### src/verilog/eoc_pkg.sv
// Purpose: constants for the external oscillator control block
// Assumes: avalon-mm word addressing, 32-bit data, 25 MHz ref_clk
// Notes:   control register sits in the low byte of its word
package eoc_pkg;
  // register map (word addresses)
  localparam logic [3:0] CtrlAddr   = 4'h0;
  localparam logic [3:0] IrqStatAddr = 4'h1;
  localparam logic [3:0] IrqMaskAddr = 4'h2;
  localparam logic [7:0] CtrlPage   = 8'h00;
  localparam logic [7:0] CtrlSfrAddr = 8'hb1;
  // control field positions
  localparam int ValidBit  = 7;
  localparam int ModeHi    = 6;
  localparam int ModeLo    = 4;
  localparam int ResvBit   = 3;
  localparam int DriveHi   = 2;
  localparam int DriveLo   = 0;
  localparam logic [7:0] CtrlReset = 8'h00;
  localparam logic [7:0] CtrlWrMask = 8'h77;
  // interrupt status bits
  localparam int IrqValidRise = 0;
  localparam int IrqValidFall = 1;
  localparam logic [1:0] IrqReset = 2'h0;
  // stability detector: edges of the oscillator needed to call it stable
  localparam logic [7:0] StableEdges = 8'hff;
  // oscillator modes
  typedef enum logic [2:0] {
    EocOff0    = 3'h0,
    EocOff1    = 3'h1,
    EocCmos    = 3'h2,
    EocCmosDiv = 3'h3,
    EocRc      = 3'h4,
    EocCap     = 3'h5,
    EocXtal    = 3'h6,
    EocXtalDiv = 3'h7
  } eoc_mode_t;
endpackage : eoc_pkg

### src/verilog/eoc_stable_det.sv
// Purpose: judges when the sampled oscillator has toggled long enough
// Assumes: oscIn already synchronised to ref_clk
// Notes:   any disable restarts the count
`timescale 1ns/1ns
`default_nettype none
module eoc_stable_det (
  // clock and reset
  input  wire logic       ref_clk,
  input  wire logic       srst,
  // control
  input  wire logic       enable,
  input  wire logic       oscIn,
  // status
  output logic            stable
);
  logic [7:0] edgeCnt_q;
  logic       oscPrev_q;

  always_ff @(posedge ref_clk) begin
    if (srst) begin
      oscPrev_q <= 1'b0;
    end else begin
      oscPrev_q <= oscIn;
    end
  end

  // counting edges rather than time: slow rc clocks still qualify
  always_ff @(posedge ref_clk) begin
    if (srst || !enable) begin
      edgeCnt_q <= 8'h00;
    end else if (oscIn && !oscPrev_q &&
                 edgeCnt_q != eoc_pkg::StableEdges) begin
      edgeCnt_q <= edgeCnt_q + 8'h01;
    end
  end

  always_ff @(posedge ref_clk) begin
    if (srst || !enable) begin
      stable <= 1'b0;
    end else begin
      stable <= (edgeCnt_q == eoc_pkg::StableEdges);
    end
  end
endmodule : eoc_stable_det
`default_nettype wire

### src/verilog/eoc_ctrl.sv
// Purpose: external oscillator control and status register
// Assumes: oscillator pin and its analog front end are outside
// Notes:   divided clock is a ref_clk-domain enable-style toggle
//
// Function
// - bit 7 reads 1 when the oscillator runs and is stable.
// - in either external clock input mode the valid flag reads 0.
// - mode 00x disables; 010 clock input; 011 clock input halved.
// - 100 rc, 101 capacitor, 110 crystal, 111 crystal halved.
// - bit 3 reserved, reads 0; software writes 0.
// - bits 2:0 set the oscillator bias drive level, eight settings.
// - register at page 0 address 0xb1, all bits clear on reset.
//
// The register addresses and the Avalon-MM slave port were decided locally.
`timescale 1ns/1ns
`default_nettype none
module eoc_ctrl (
  // clock and reset
  input  wire logic        ref_clk,
  input  wire logic        srst,
  // avalon-mm slave
  input  wire logic [3:0]  address,
  input  wire logic        read,
  input  wire logic        write,
  input  wire logic [3:0]  byteenable,
  input  wire logic [31:0] writedata,
  output logic [31:0]      readdata,
  output logic             waitrequest,
  // oscillator pin side
  input  wire logic        extOscIn,
  output logic             extOscEnable,
  output logic [2:0]       extOscModeSel,
  output logic [2:0]       extOscDriveLevel,
  output logic             extOscClkOut,
  // interrupt
  output logic             irq
);
  logic [2:0] ext_osc_mode_sel_q;
  logic [2:0] ext_osc_drive_level_q;
  logic       irqRise_q;
  logic       irqFall_q;
  logic [1:0] irqStat;
  logic [1:0] irqMask_q;
  logic       oscMeta_q;
  logic       oscSync_q;
  logic       oscSyncPrev_q;
  logic       halfClk_q;
  logic       clkOut_q;
  logic       rdPend_q;
  logic       stable;
  logic       ext_osc_valid_flag;
  logic       validPrev_q;
  logic       validRise;
  logic       validFall;
  logic       oscRise;
  logic       modeCmos;
  logic       modeOn;
  logic       modeDiv;
  logic       wrCtrl;
  logic       wrStat;
  logic       wrMask;
  logic [7:0] ctrlView;

  function automatic logic is_cmos(input logic [2:0] m);
    return m == 3'(eoc_pkg::EocCmos) || m == 3'(eoc_pkg::EocCmosDiv);
  endfunction : is_cmos

  function automatic logic wr_hit(input logic wr, input logic lane0,
                                  input logic [3:0] a, input logic [3:0] hit);
    return wr && lane0 && a == hit;
  endfunction : wr_hit

  // hardware set wins over a write-one-to-clear in the same cycle
  function automatic logic sticky_next(input logic cur, input logic set,
                                       input logic clr);
    return set || (cur && !clr);
  endfunction : sticky_next

  assign modeCmos = is_cmos(ext_osc_mode_sel_q);
  assign modeOn   = ext_osc_mode_sel_q[2] || modeCmos;
  assign modeDiv  = ext_osc_mode_sel_q == 3'(eoc_pkg::EocCmosDiv) ||
                    ext_osc_mode_sel_q == 3'(eoc_pkg::EocXtalDiv);

  // writes complete at once; reads take one wait cycle for registered data
  assign waitrequest = read && !rdPend_q;
  assign wrCtrl = wr_hit(write, byteenable[0], address,
                         eoc_pkg::CtrlAddr);
  assign wrStat = wr_hit(write, byteenable[0], address,
                         eoc_pkg::IrqStatAddr);
  assign wrMask = wr_hit(write, byteenable[0], address,
                         eoc_pkg::IrqMaskAddr);

  always_ff @(posedge ref_clk) begin
    if (srst) begin
      rdPend_q <= 1'b0;
    end else begin
      rdPend_q <= read && !rdPend_q;
    end
  end

  // control fields; reserved bit 3 is never stored
  always_ff @(posedge ref_clk) begin
    if (srst) begin
      ext_osc_mode_sel_q    <=
        eoc_pkg::CtrlReset[eoc_pkg::ModeHi:eoc_pkg::ModeLo];
      ext_osc_drive_level_q <=
        eoc_pkg::CtrlReset[eoc_pkg::DriveHi:eoc_pkg::DriveLo];
    end else if (wrCtrl) begin
      ext_osc_mode_sel_q    <=
        writedata[eoc_pkg::ModeHi:eoc_pkg::ModeLo];
      ext_osc_drive_level_q <=
        writedata[eoc_pkg::DriveHi:eoc_pkg::DriveLo];
    end
  end

  // two-flop synchroniser on the oscillator pin
  always_ff @(posedge ref_clk) begin
    if (srst) begin
      oscMeta_q     <= 1'b0;
      oscSync_q     <= 1'b0;
      oscSyncPrev_q <= 1'b0;
    end else begin
      oscMeta_q     <= extOscIn;
      oscSync_q     <= oscMeta_q;
      oscSyncPrev_q <= oscSync_q;
    end
  end

  eoc_stable_det uStable (
    .ref_clk (ref_clk),
    .srst    (srst),
    .enable  (modeOn && !modeCmos),
    .oscIn   (oscSync_q),
    .stable  (stable)
  );

  assign ext_osc_valid_flag = stable && modeOn && !modeCmos;

  // one pulse per synchronised oscillator rising edge
  assign oscRise = oscSync_q && !oscSyncPrev_q;

  // halve on rising edges; limited to inputs below half of ref_clk
  always_ff @(posedge ref_clk) begin
    if (srst || !modeOn) begin
      halfClk_q <= 1'b0;
    end else if (oscRise) begin
      halfClk_q <= !halfClk_q;
    end
  end

  always_ff @(posedge ref_clk) begin
    if (srst || !modeOn) begin
      clkOut_q <= 1'b0;
    end else begin
      clkOut_q <= modeDiv ? halfClk_q : oscSync_q;
    end
  end

  // valid edges raise sticky events; hardware set wins over w1c
  always_ff @(posedge ref_clk) begin
    if (srst) begin
      validPrev_q <= 1'b0;
    end else begin
      validPrev_q <= ext_osc_valid_flag;
    end
  end

  assign validRise = ext_osc_valid_flag && !validPrev_q;
  assign validFall = !ext_osc_valid_flag && validPrev_q;

  always_ff @(posedge ref_clk) begin
    if (srst) begin
      irqRise_q <= eoc_pkg::IrqReset[eoc_pkg::IrqValidRise];
    end else begin
      irqRise_q <= sticky_next(irqRise_q, validRise,
                               wrStat && writedata[eoc_pkg::IrqValidRise]);
    end
  end

  always_ff @(posedge ref_clk) begin
    if (srst) begin
      irqFall_q <= eoc_pkg::IrqReset[eoc_pkg::IrqValidFall];
    end else begin
      irqFall_q <= sticky_next(irqFall_q, validFall,
                               wrStat && writedata[eoc_pkg::IrqValidFall]);
    end
  end

  // status word in its register layout: b0 rose, b1 fell
  always_comb begin
    irqStat = eoc_pkg::IrqReset;
    irqStat[eoc_pkg::IrqValidRise] = irqRise_q;
    irqStat[eoc_pkg::IrqValidFall] = irqFall_q;
  end

  always_ff @(posedge ref_clk) begin
    if (srst) begin
      irqMask_q <= eoc_pkg::IrqReset;
    end else if (wrMask) begin
      irqMask_q <= writedata[1:0];
    end
  end

  assign irq = |(irqStat & irqMask_q);

  assign ctrlView = {ext_osc_valid_flag, ext_osc_mode_sel_q,
                     1'b0, ext_osc_drive_level_q};

  // unmapped words read as zero and ignore writes
  always_ff @(posedge ref_clk) begin
    if (srst) begin
      readdata <= 32'h0000_0000;
    end else if (read && !rdPend_q) begin
      if (address == eoc_pkg::CtrlAddr) begin
        readdata <= {24'h00_0000, ctrlView};
      end else if (address == eoc_pkg::IrqStatAddr) begin
        readdata <= {30'h0000_0000, irqStat};
      end else if (address == eoc_pkg::IrqMaskAddr) begin
        readdata <= {30'h0000_0000, irqMask_q};
      end else begin
        readdata <= 32'h0000_0000;
      end
    end
  end

  assign extOscEnable     = modeOn;
  assign extOscModeSel    = ext_osc_mode_sel_q;
  assign extOscDriveLevel = ext_osc_drive_level_q;
  assign extOscClkOut     = clkOut_q;
endmodule : eoc_ctrl
`default_nettype wire

### config.mk
export PLATFORM = sky130hd
export DESIGN_NAME = eoc_ctrl
export DESIGN_NICKNAME = d
export VERILOG_FILES = /design/src/verilog/eoc_pkg.sv /design/src/verilog/eoc_stable_det.sv /design/src/verilog/eoc_ctrl.sv
export SDC_FILE = /design/constraint.sdc
export NUM_CORES = 1
export LEC_CHECK = 0
export ABC_CLOCK_PERIOD_IN_PS = 1300
export BUFFER_PORTS_ARGS = -buffer_cell sky130_fd_sc_hd__buf_2
export CORE_AREA = 3 3 78 80
export DETAILED_ROUTE_END_ITERATION = 8
export DIE_AREA = 0 0 81 83
export GPL_TIMING_DRIVEN = 1
export SYNTH_ARGS = -nofsm -noshare
export SYNTH_HDL_FRONTEND = slang
export SYNTH_SLANG_ARGS = --single-unit
### constraint.sdc
create_clock -name ref_clk -period 1.3 [get_ports ref_clk]
set_input_delay 0.26 -clock ref_clk [delete_from_list [all_inputs] [get_ports ref_clk]]
set_output_delay 0.26 -clock ref_clk [all_outputs]
set_load 0.01 [all_outputs]
### After elaboration in Yosys (flattened, before gate mapping)

Index checks and enable logic that the tools add are counted.
Widths: inputs -> output; s select.

* register bits: 58
* input port bits: 45
* output and inout port bits: 42
* logic and storage cells: 63

* bitwise logic cells: 1
* reductions and logical operators: 35
* equality and inequality tests: 7
* add/sub/neg operators: 1
* muxes and demuxes: 4

Operators with widths (count)
* $logic_and 1x1->1: 16
* $logic_not 1->1: 10
* $add 8x1->8 const B: 1
* $eq 8x8->1 const B: 1
* $mux 8: 1
* $ne 8x8->1 const B: 1
* $logic_or 1x1->1: 7
* $eq 3x2->1 const B: 2
* $eq 4x1->1 const B: 1
* $eq 4x2->1 const B: 1
* $logic_not 4->1: 1
* $mux 2: 2
* $eq 3x3->1 const B: 1
* $and 2x2->2: 1
* $reduce_or 2->1: 1
* $mux 1: 1

### Longest topological paths before layout

Gate-level depths: netlist (run 1).

* depth after elaboration: 8
* gate-level depth with buffers: 5
* mapped depth without buffers: 4

### By module

From an unflattened synthesis (run 1), not the netlist that was laid out.

* cell total of the unflattened synthesis: 184
* area, all modules: 1647.8 µm²

By module, submodules not included
* eoc_ctrl: instances 1, cells each 137, seq. area each 480.5 µm², area an instance 1192.4 µm²
* eoc_stable_det: instances 1, cells each 47, seq. area each 200.2 µm², area an instance 455.4 µm²

### Least setup slack after synthesis (run 1)

OpenSTA, ideal clock, no wires.

* path type: reg2reg
* start: register uStable.edgeCnt_q[0]
* end: register uStable.edgeCnt_q[5]
* clock period less this slack: 1.292 ns
* setup time: 0.131 ns
* data required time: 1.169 ns
* arrival: 1.161 ns
* buffers on the path: 0
* stages on the path, launching flop included: 5
* slack: 0.008 ns
* cells stage by stage: dfxtp_1 -> ha_1 -> and4_2 -> o311ai_1 -> o41ai_1

* longest elaborated chain between the ends: 2
* elaborated cells on any way between the ends: 3
* classes of those cells: add/sub (1); eq/ne (1); reduce/logical (1)

Ends and longest elaborated chain
* start: declaration: RTL line eoc_stable_det.sv:16 `logic [7:0] edgeCnt_q;`
* start signal: assignment: RTL line eoc_stable_det.sv:33 `edgeCnt_q <= edgeCnt_q + 8'h01;`
* branches (longest 2 deep; another with $add 8x1->8)

Parallel ways; which one is timed is not known.
A chain may end at the register's enable or synchronous reset.

### Worst setup path in the final report (run 1)

* start: register uStable.edgeCnt_q[0]
* end: register uStable.edgeCnt_q[4]

Same word-level chain as after synthesis.

==> results of run 1 <==
==> per-stage QoR <==
step	setup TNS, ps	cell area (um2)	power (W)	hold slack, ps	util
after global placement	-250	1830	0.00120	434	0.334
after CTS	0	1950	0.00222	179	0.356
after detailed placement	-335	1830	0.00120	433	0.334
after floorplan	0	1720	0.00120	388	-
final	0	1980	0.00218	184	0.361
after global routing	-46.6	1980	0.00227	206	0.361
==> what timing repair did <==
item | CTS | global route
resized for setup | 3 | 5
pin swaps | 0 | 2
endpoints found under the setup margin | 6 | 4
==> kinds of logic (layout without fill, tap and decap cells) <==
family / after synthesis / after routing / synth area share
muxes: 5 / 5 / 0.0314
AOI/OAI and AO/OA: 44 / 44 / 0.172
adders and majority gates: 1 / 1 / 0.00766
DFF: 33 / 33 / 0.404
and+or+nand+nor: 59 / 59 / 0.230
xor gates and xnor gates: 1 / 1 / 0.00536
other: 1 / 25 / 0.00229
buffers and inverters: 38 / 55 / 0.148
==> layout by cell type, fill, tap and decap left out, types with 2 or more instances in the layout <==
cell	count
a211oi_1	3
a21oi_1	13
a2bb2oi_1	2
a31oi_1	2
a32oi_1	4
buf_2	32
buf_4	10
clkbuf_8	6
conb_1	25
dfxtp_1	32
inv_1	5
mux2i_1	4
nand2_1	10
nand2b_1	6
nand3_1	8
nand3b_1	3
nand4b_1	2
nor2_1	8
nor2b_1	4
nor3_1	2
o21ai_0	11
o31ai_1	2
o41ai_1	2
==> layer usage <==
metal / track usage / wire length, um / vias to the layer above
li1: - / - / 681
met4: 0.0568 / 55 / 0
met1: 0.138 / 1560 / 620
met3: 0.0358 / 301 / 5
met5: 0 / 0 / -
met2: 0.155 / 1600 / 64
==> cell type report <==
| cell class | count | area share |
|---|---|---|
| clock inverters | 1 | 0.0152 |
| flip-flops and latches | 33 | 0.335 |
| clock buffers | 7 | 0.0436 |
| well taps | 72 | 0.0455 |
| multi-input cells | 135 | 0.433 |
| repair buffers | 42 | 0.119 |
| inverters | 5 | 0.00949 |
==> worst register-to-register path: stages, from the launching register on <==
cell	delay (ps)
dfxtp_1	380
ha_4	170
and3b_1	220
nor4bb_2	290
nor3_1	80
==> flip-flops by register name (all words and copies together) (netlist names) <==
| signal | cells |
|---|---|
| uStable.edgeCnt_q | 8 |
| readdata | 7 |
| irqRise_q | 1 |
| halfClk_q | 1 |
| extOscModeSel | 3 |
| extOscDriveLevel | 3 |
| irqFall_q | 1 |
| uStable.oscPrev_q | 1 |
| validPrev_q | 1 |
| oscMeta_q | 1 |
| rdPend_q | 1 |
| oscSync_q | 1 |
| irqMask_q | 2 |
| extOscClkOut | 1 |
| uStable.stable | 1 |
==> worst max path at each step <==
stage / from / end / slack [ps] / cells past startpoint
6_report: uStable.edgeCnt_q[0]$_SDFFE_PP0P_ / uStable.edgeCnt_q[4]$_SDFFE_PP0P_ / 60 / 4
5_1_grt: uStable.edgeCnt_q[0]$_SDFFE_PP0P_ / uStable.edgeCnt_q[4]$_SDFFE_PP0P_ / -40 / 4
4_1_cts: uStable.edgeCnt_q[0]$_SDFFE_PP0P_ / uStable.edgeCnt_q[4]$_SDFFE_PP0P_ / 20 / 4
3_5_place_dp: uStable.edgeCnt_q[0]$_SDFFE_PP0P_ / uStable.edgeCnt_q[1]$_SDFFE_PP0P_ / -90 / 4
3_3_place_gp: uStable.edgeCnt_q[0]$_SDFFE_PP0P_ / uStable.edgeCnt_q[1]$_SDFFE_PP0P_ / -80 / 4
2_1_floorplan: uStable.edgeCnt_q[0]$_SDFFE_PP0P_ / uStable.edgeCnt_q[5]$_SDFFE_PP0P_ / 8 / 4
==> power breakdown <==
| group | switching, W | total (W) | internal (W) |
|---|---|---|---|
| sequential | 0.00000701 | 0.00102 | 0.00102 |
| clock | 0.000380 | 0.00100 | 0.000625 |
| combinational | 0.0000985 | 0.000154 | 0.0000553 |
| total | 0.000485 | 0.00218 | 0.00170 |
==> results by group, run 1 <==
Layout
  – P&R area growth vs syn: 21.1%
  – Nets: 268
  – Non-filler cells, final: 295
  – Fillcell total: 586
  – Multi-input gate area: 856 um2
  – Register area: between 600 and 700 um2
  – Proportion of layout cells with a drive suffix above 1: 0.278
  – Inserted Diodes: 0

Clock tree
  – Clk sink count: 33
  – Max Buffers Root-to-Sink: 2
  – Max H-tree Level: 2
  – CTS root buffer: clkbuf_8
  – Clock transition at path regs: 70 ps
  – Num CTS Buffers: 5
  – Skew-Pair Late Insertion Delay: 280 ps
  – CTS tree: yes
  – CTS Hold Bufs: 0
  – Setup bufs post-CTS: 0

Logic synthesis
  – Sequential-to-total area share from yosys stat: 0.404
  – Synthesis Warnings: 0
  – Most common cell in the synthesized netlist: dfxtp_1
  – Top cells by area, synth: dfxtp_1 (40%), buf_4 (11%), a21oi_1 (4.3%)
  – List of most frequent post-synthesis cells: dfxtp_1 (33), buf_4 (25), a21oi_1 (14)
  – Syn avg cell area: 8.98 um2
  – Post-synth top area cell: dfxtp_1
  – Mapped cell area: 1630 um2
  – Synth Flop Type: dfxtp_1
  – Post-synth cell types: 44
  – Flops & latches, synth: 33
  – Async S/R FF share, synth: 0
  – Mapped Cells: 182
  – Yosys top cell area share: 0.404
  – Post-synth EDFFs: 0

Floorplanning
  – Die area: 6720 um2
  – Die Y: 83 um
  – Core area: roughly 5500 um2
  – Chip width: 81 um
  – Io pins: 87
  – Initial core utilization: 0.299
  – FP Rows: 27

Critical path
  – Reg2reg end: uStable.edgeCnt_q[4]$_SDFFE_PP0P_
  – Critical path's top delay family: simple AND/OR/NAND/NOR gates
  – CP max-delay cell: dfxtp_1
  – Reg2reg path depth: 4
  – CP Capture Type: register
  – Worst Path Buf+Inv: 0
  – Cell Chain, Critical Path: ha_4 -> and3b_1 -> nor4bb_2 -> nor3_1
  – Slowest Stage Delay on Critical Path: about 380 ps
  – WS Path Type: reg -> reg
  – Worst r2r src: uStable.edgeCnt_q[0]$_SDFFE_PP0P_
  – Worst-path fanout max: 4
  – Worst R2R Setup Slack: between 50 and 60 ps
  – Worst Path Arrival: roughly 1400 ps
  – Worst setup SP type: register
  – CP required: 1470 ps

Global routing
  – Largest net degree at the start of global routing: 16
  – Congestion Overflow GR: 0
  – GR Util All Layers: 0.107
  – Vias in the first global route: 1207
  – Initial antenna violation count: 0
  – First-pass GRT wire length: 5.58 mm

Place
  – Setup WS pre-CTS: -89.9 ps
  – Placer Congestion: approximately 0.73
  – Dpl hpwl: 2.58 mm
  – Placed cells: 287
  – Input/output buffers: 32

Min path
  – HP Class: in -> reg
  – End point of the worst hold path: oscMeta_q$_SDFF_PP0_
  – Min-delay src: extOscIn
  – WHS Path Cells: 2

Drt
  – Vias: roughly 1.4k
  – 1st-iter DRT viols: between 50 and 60
  – Post-Route WL: about 3.5 mm
  – Drt wl/cell: 11.9 um
  – Antenna Violating Nets Remaining: 0
  – DR DRC count: 0
  – DRT Pass-1 Iters: 4
  – Via density: around 4.6

STA
  – Final Hold Viols: 0
  – Achievable Freq: 805 MHz
  – Clock skew: roughly 4.8 ps
  – Slew Limit Fails: 0
  – PnR worst setup slack: 57.9 ps
  – RSZ-0062 raised after global routing: yes
  – Endpoints failing setup: 0
  – Final min period: 1240 ps
  – Final critical-path share of the clock period: 0.955

Flow run
  – Max-cap violation count: 0

Power
  – Maximum VDD drop: around 0.43 mV
  – Leakage: roughly 0.8 nW
  – Cell Pwr Density: 1100 nW/um2

Run status
  – Outcome: complete, no violations
Power figures use the tool's default switching activity.
==> run 2: changes to the inputs <==
Settings changed: PLACE_DENSITY from default to 0.61.
==> run 2 against run 1 <==
- total power is 1.1% lower
- cell count is 0.34% lower
- critical path depth stayed put
- sequential power hardly changed
- design area is 0.13% higher
- largest cell class unchanged
- highest routed layer is now met3
==> results by group, run 2 (same netlist as run 1, synthesis figures left out) <==
Drt
  – 1st-iter DRT viols: 64
  – Post-Route WL: 3.61 mm
  – Via density: 4.70
  – Vias: 1382
  – DRT Pass-1 Iters: 4
  – DR DRC count: 0
  – Antenna Violating Nets Remaining: 0
  – Drt wl/cell: 12.3 um

Clock tree
  – Max H-tree Level: 2
  – Num CTS Buffers: 5
  – CTS Hold Bufs: 0
  – CTS tree: yes
  – Clock transition at path regs: 70 ps
  – Clk sink count: 33
  – Skew-Pair Late Insertion Delay: 280 ps
  – CTS root buffer: clkbuf_8
  – Max Buffers Root-to-Sink: 2
  – Setup bufs post-CTS: 0

Critical path
  – WS Path Type: reg -> reg
  – Slowest Stage Delay on Critical Path: ~380 ps
  – Worst setup SP type: register
  – Cell Chain, Critical Path: buf_4 -> nand4b_1 -> o311ai_1 -> o41ai_1
  – CP max-delay cell: dfxtp_1
  – Worst-path fanout max: 4
  – CP Capture Type: register
  – Worst Path Arrival: 1400 ps
  – CP required: 1460 ps

STA
  – Clock skew: 4.41 ps
  – Achievable Freq: 807 MHz
  – PnR worst setup slack: about 60 ps
  – Slew Limit Fails: 0
  – Final Hold Viols: 0
  – Final critical-path share of the clock period: 0.953
  – Final min period: about 1200 ps
  – Endpoints failing setup: 0

Layout
  – Leading registers by flop count: uStable.edgeCnt_q (8), readdata (7)
  – P&R area growth vs syn: 21.2%
  – Biggest register: uStable.edgeCnt_q
  – Fillcell total: slightly below 600
  – Register area: ~660 um2
  – Multi-input gate area: 865 um2
  – Largest register FFs: 8
  – Most frequent cells in the layout: buf_2 (32), dfxtp_1 (30), conb_1 (25)
  – Nets: roughly 270
  – Most common cell after layout, fill and taps aside: buf_2
  – Inserted Diodes: 0
  – Finished Core Util: 0.362
  – Proportion of layout cells with a drive suffix above 1: 0.297
  – Non-filler cells, final: 294

Place
  – Placed cells: about 290
  – Placer Congestion: about 0.75
  – Input/output buffers: 32
  – Dpl hpwl: 2.66 mm
  – Setup WS pre-CTS: -93.1 ps

Global routing
  – First-pass GRT wire length: 5.95 mm
  – Largest net degree at the start of global routing: 20
  – Congestion Overflow GR: 0
  – Vias in the first global route: 1250
  – GR Util All Layers: 0.109
  – Initial antenna violation count: 0

Power
  – Cell Pwr Density: 1090 nW/um2
  – Leakage: roughly 0.80 nW
  – Maximum VDD drop: 0.559 mV

Floorplanning
  – Die area: slightly below 7000 um2
  – FP Rows: 27
  – Chip width: 81 um
  – Die Y: 83 um
  – Core area: 5470 um2
  – Initial core utilization: 0.299
  – Io pins: 87

Min path
  – HP Class: in -> reg

Run status
  – Outcome: complete, no violations

Flow run
  – Max-cap violation count: 0
run 2: stage by stage:
step | power [W] | instance area, um2 | hold WS [ps] | TNS, ps
CTS | 0.00219 | 1950 | 181 | 0
global route | 0.00225 | 1980 | 190 | -11.9
floorplan | 0.00120 | 1720 | 388 | 0
global placement | 0.00120 | 1820 | 429 | -234
finish | 0.00216 | 1980 | 187 | 0
detailed placement | 0.00120 | 1820 | 439 | -268
run 2: cell type report:
type | instances | area share
Multi-Input combinational cell | 135 | 0.437
Sequential cell | 33 | 0.335
Timing Repair Buffer | 41 | 0.115
Tap cell | 72 | 0.0455
Clock buffer | 5 | 0.0347
Clock inverter | 3 | 0.0234
Inverter | 5 | 0.00948
run 2: repair_timing:
action	CTS	global route
resized for setup	4	9
endpoints found under the setup margin	7	8
pin swaps	0	3
run 2: worst max-delay path: cells and delay by family (launching register included):
family	cells	cell delay [ps]
buffers and inverters	1	140
AOI/OAI and AO/OA	2	400
DFF	1	380
and+or+nand+nor	1	210
run 2: layer usage:
metal | up-vias | part of all wire | routed length (um) | track usage
met5 | - | 0 | 0 | 0
met4 | 0 | 0 | 0 | 0.0230
met3 | 0 | 0.063 | 228 | 0.0347
met2 | 47 | 0.47 | 1710 | 0.164
met1 | 649 | 0.46 | 1670 | 0.151
li1 | 686 | - | - | -
run 2: path summary, 6_finish.rpt:
check                               startpoint                           endpoint  slack, ps  depth (start not counted)
min                                   extOscIn               oscMeta_q$_SDFF_PP0_        190                          2
max reg2reg  uStable.edgeCnt_q[0]$_SDFFE_PP0P_  uStable.edgeCnt_q[5]$_SDFFE_PP0P_         60                          4
min reg2reg           readdata[7]$_SDFFE_PP0P_           readdata[7]$_SDFFE_PP0P_        450                          2
max          uStable.edgeCnt_q[0]$_SDFFE_PP0P_  uStable.edgeCnt_q[5]$_SDFFE_PP0P_         60                          4
run 2: power breakdown:
part	internal, W	switching, W
clock	0.000574	0.000407
combinational	0.0000556	0.0000987
sequential	0.00102	0.00000708
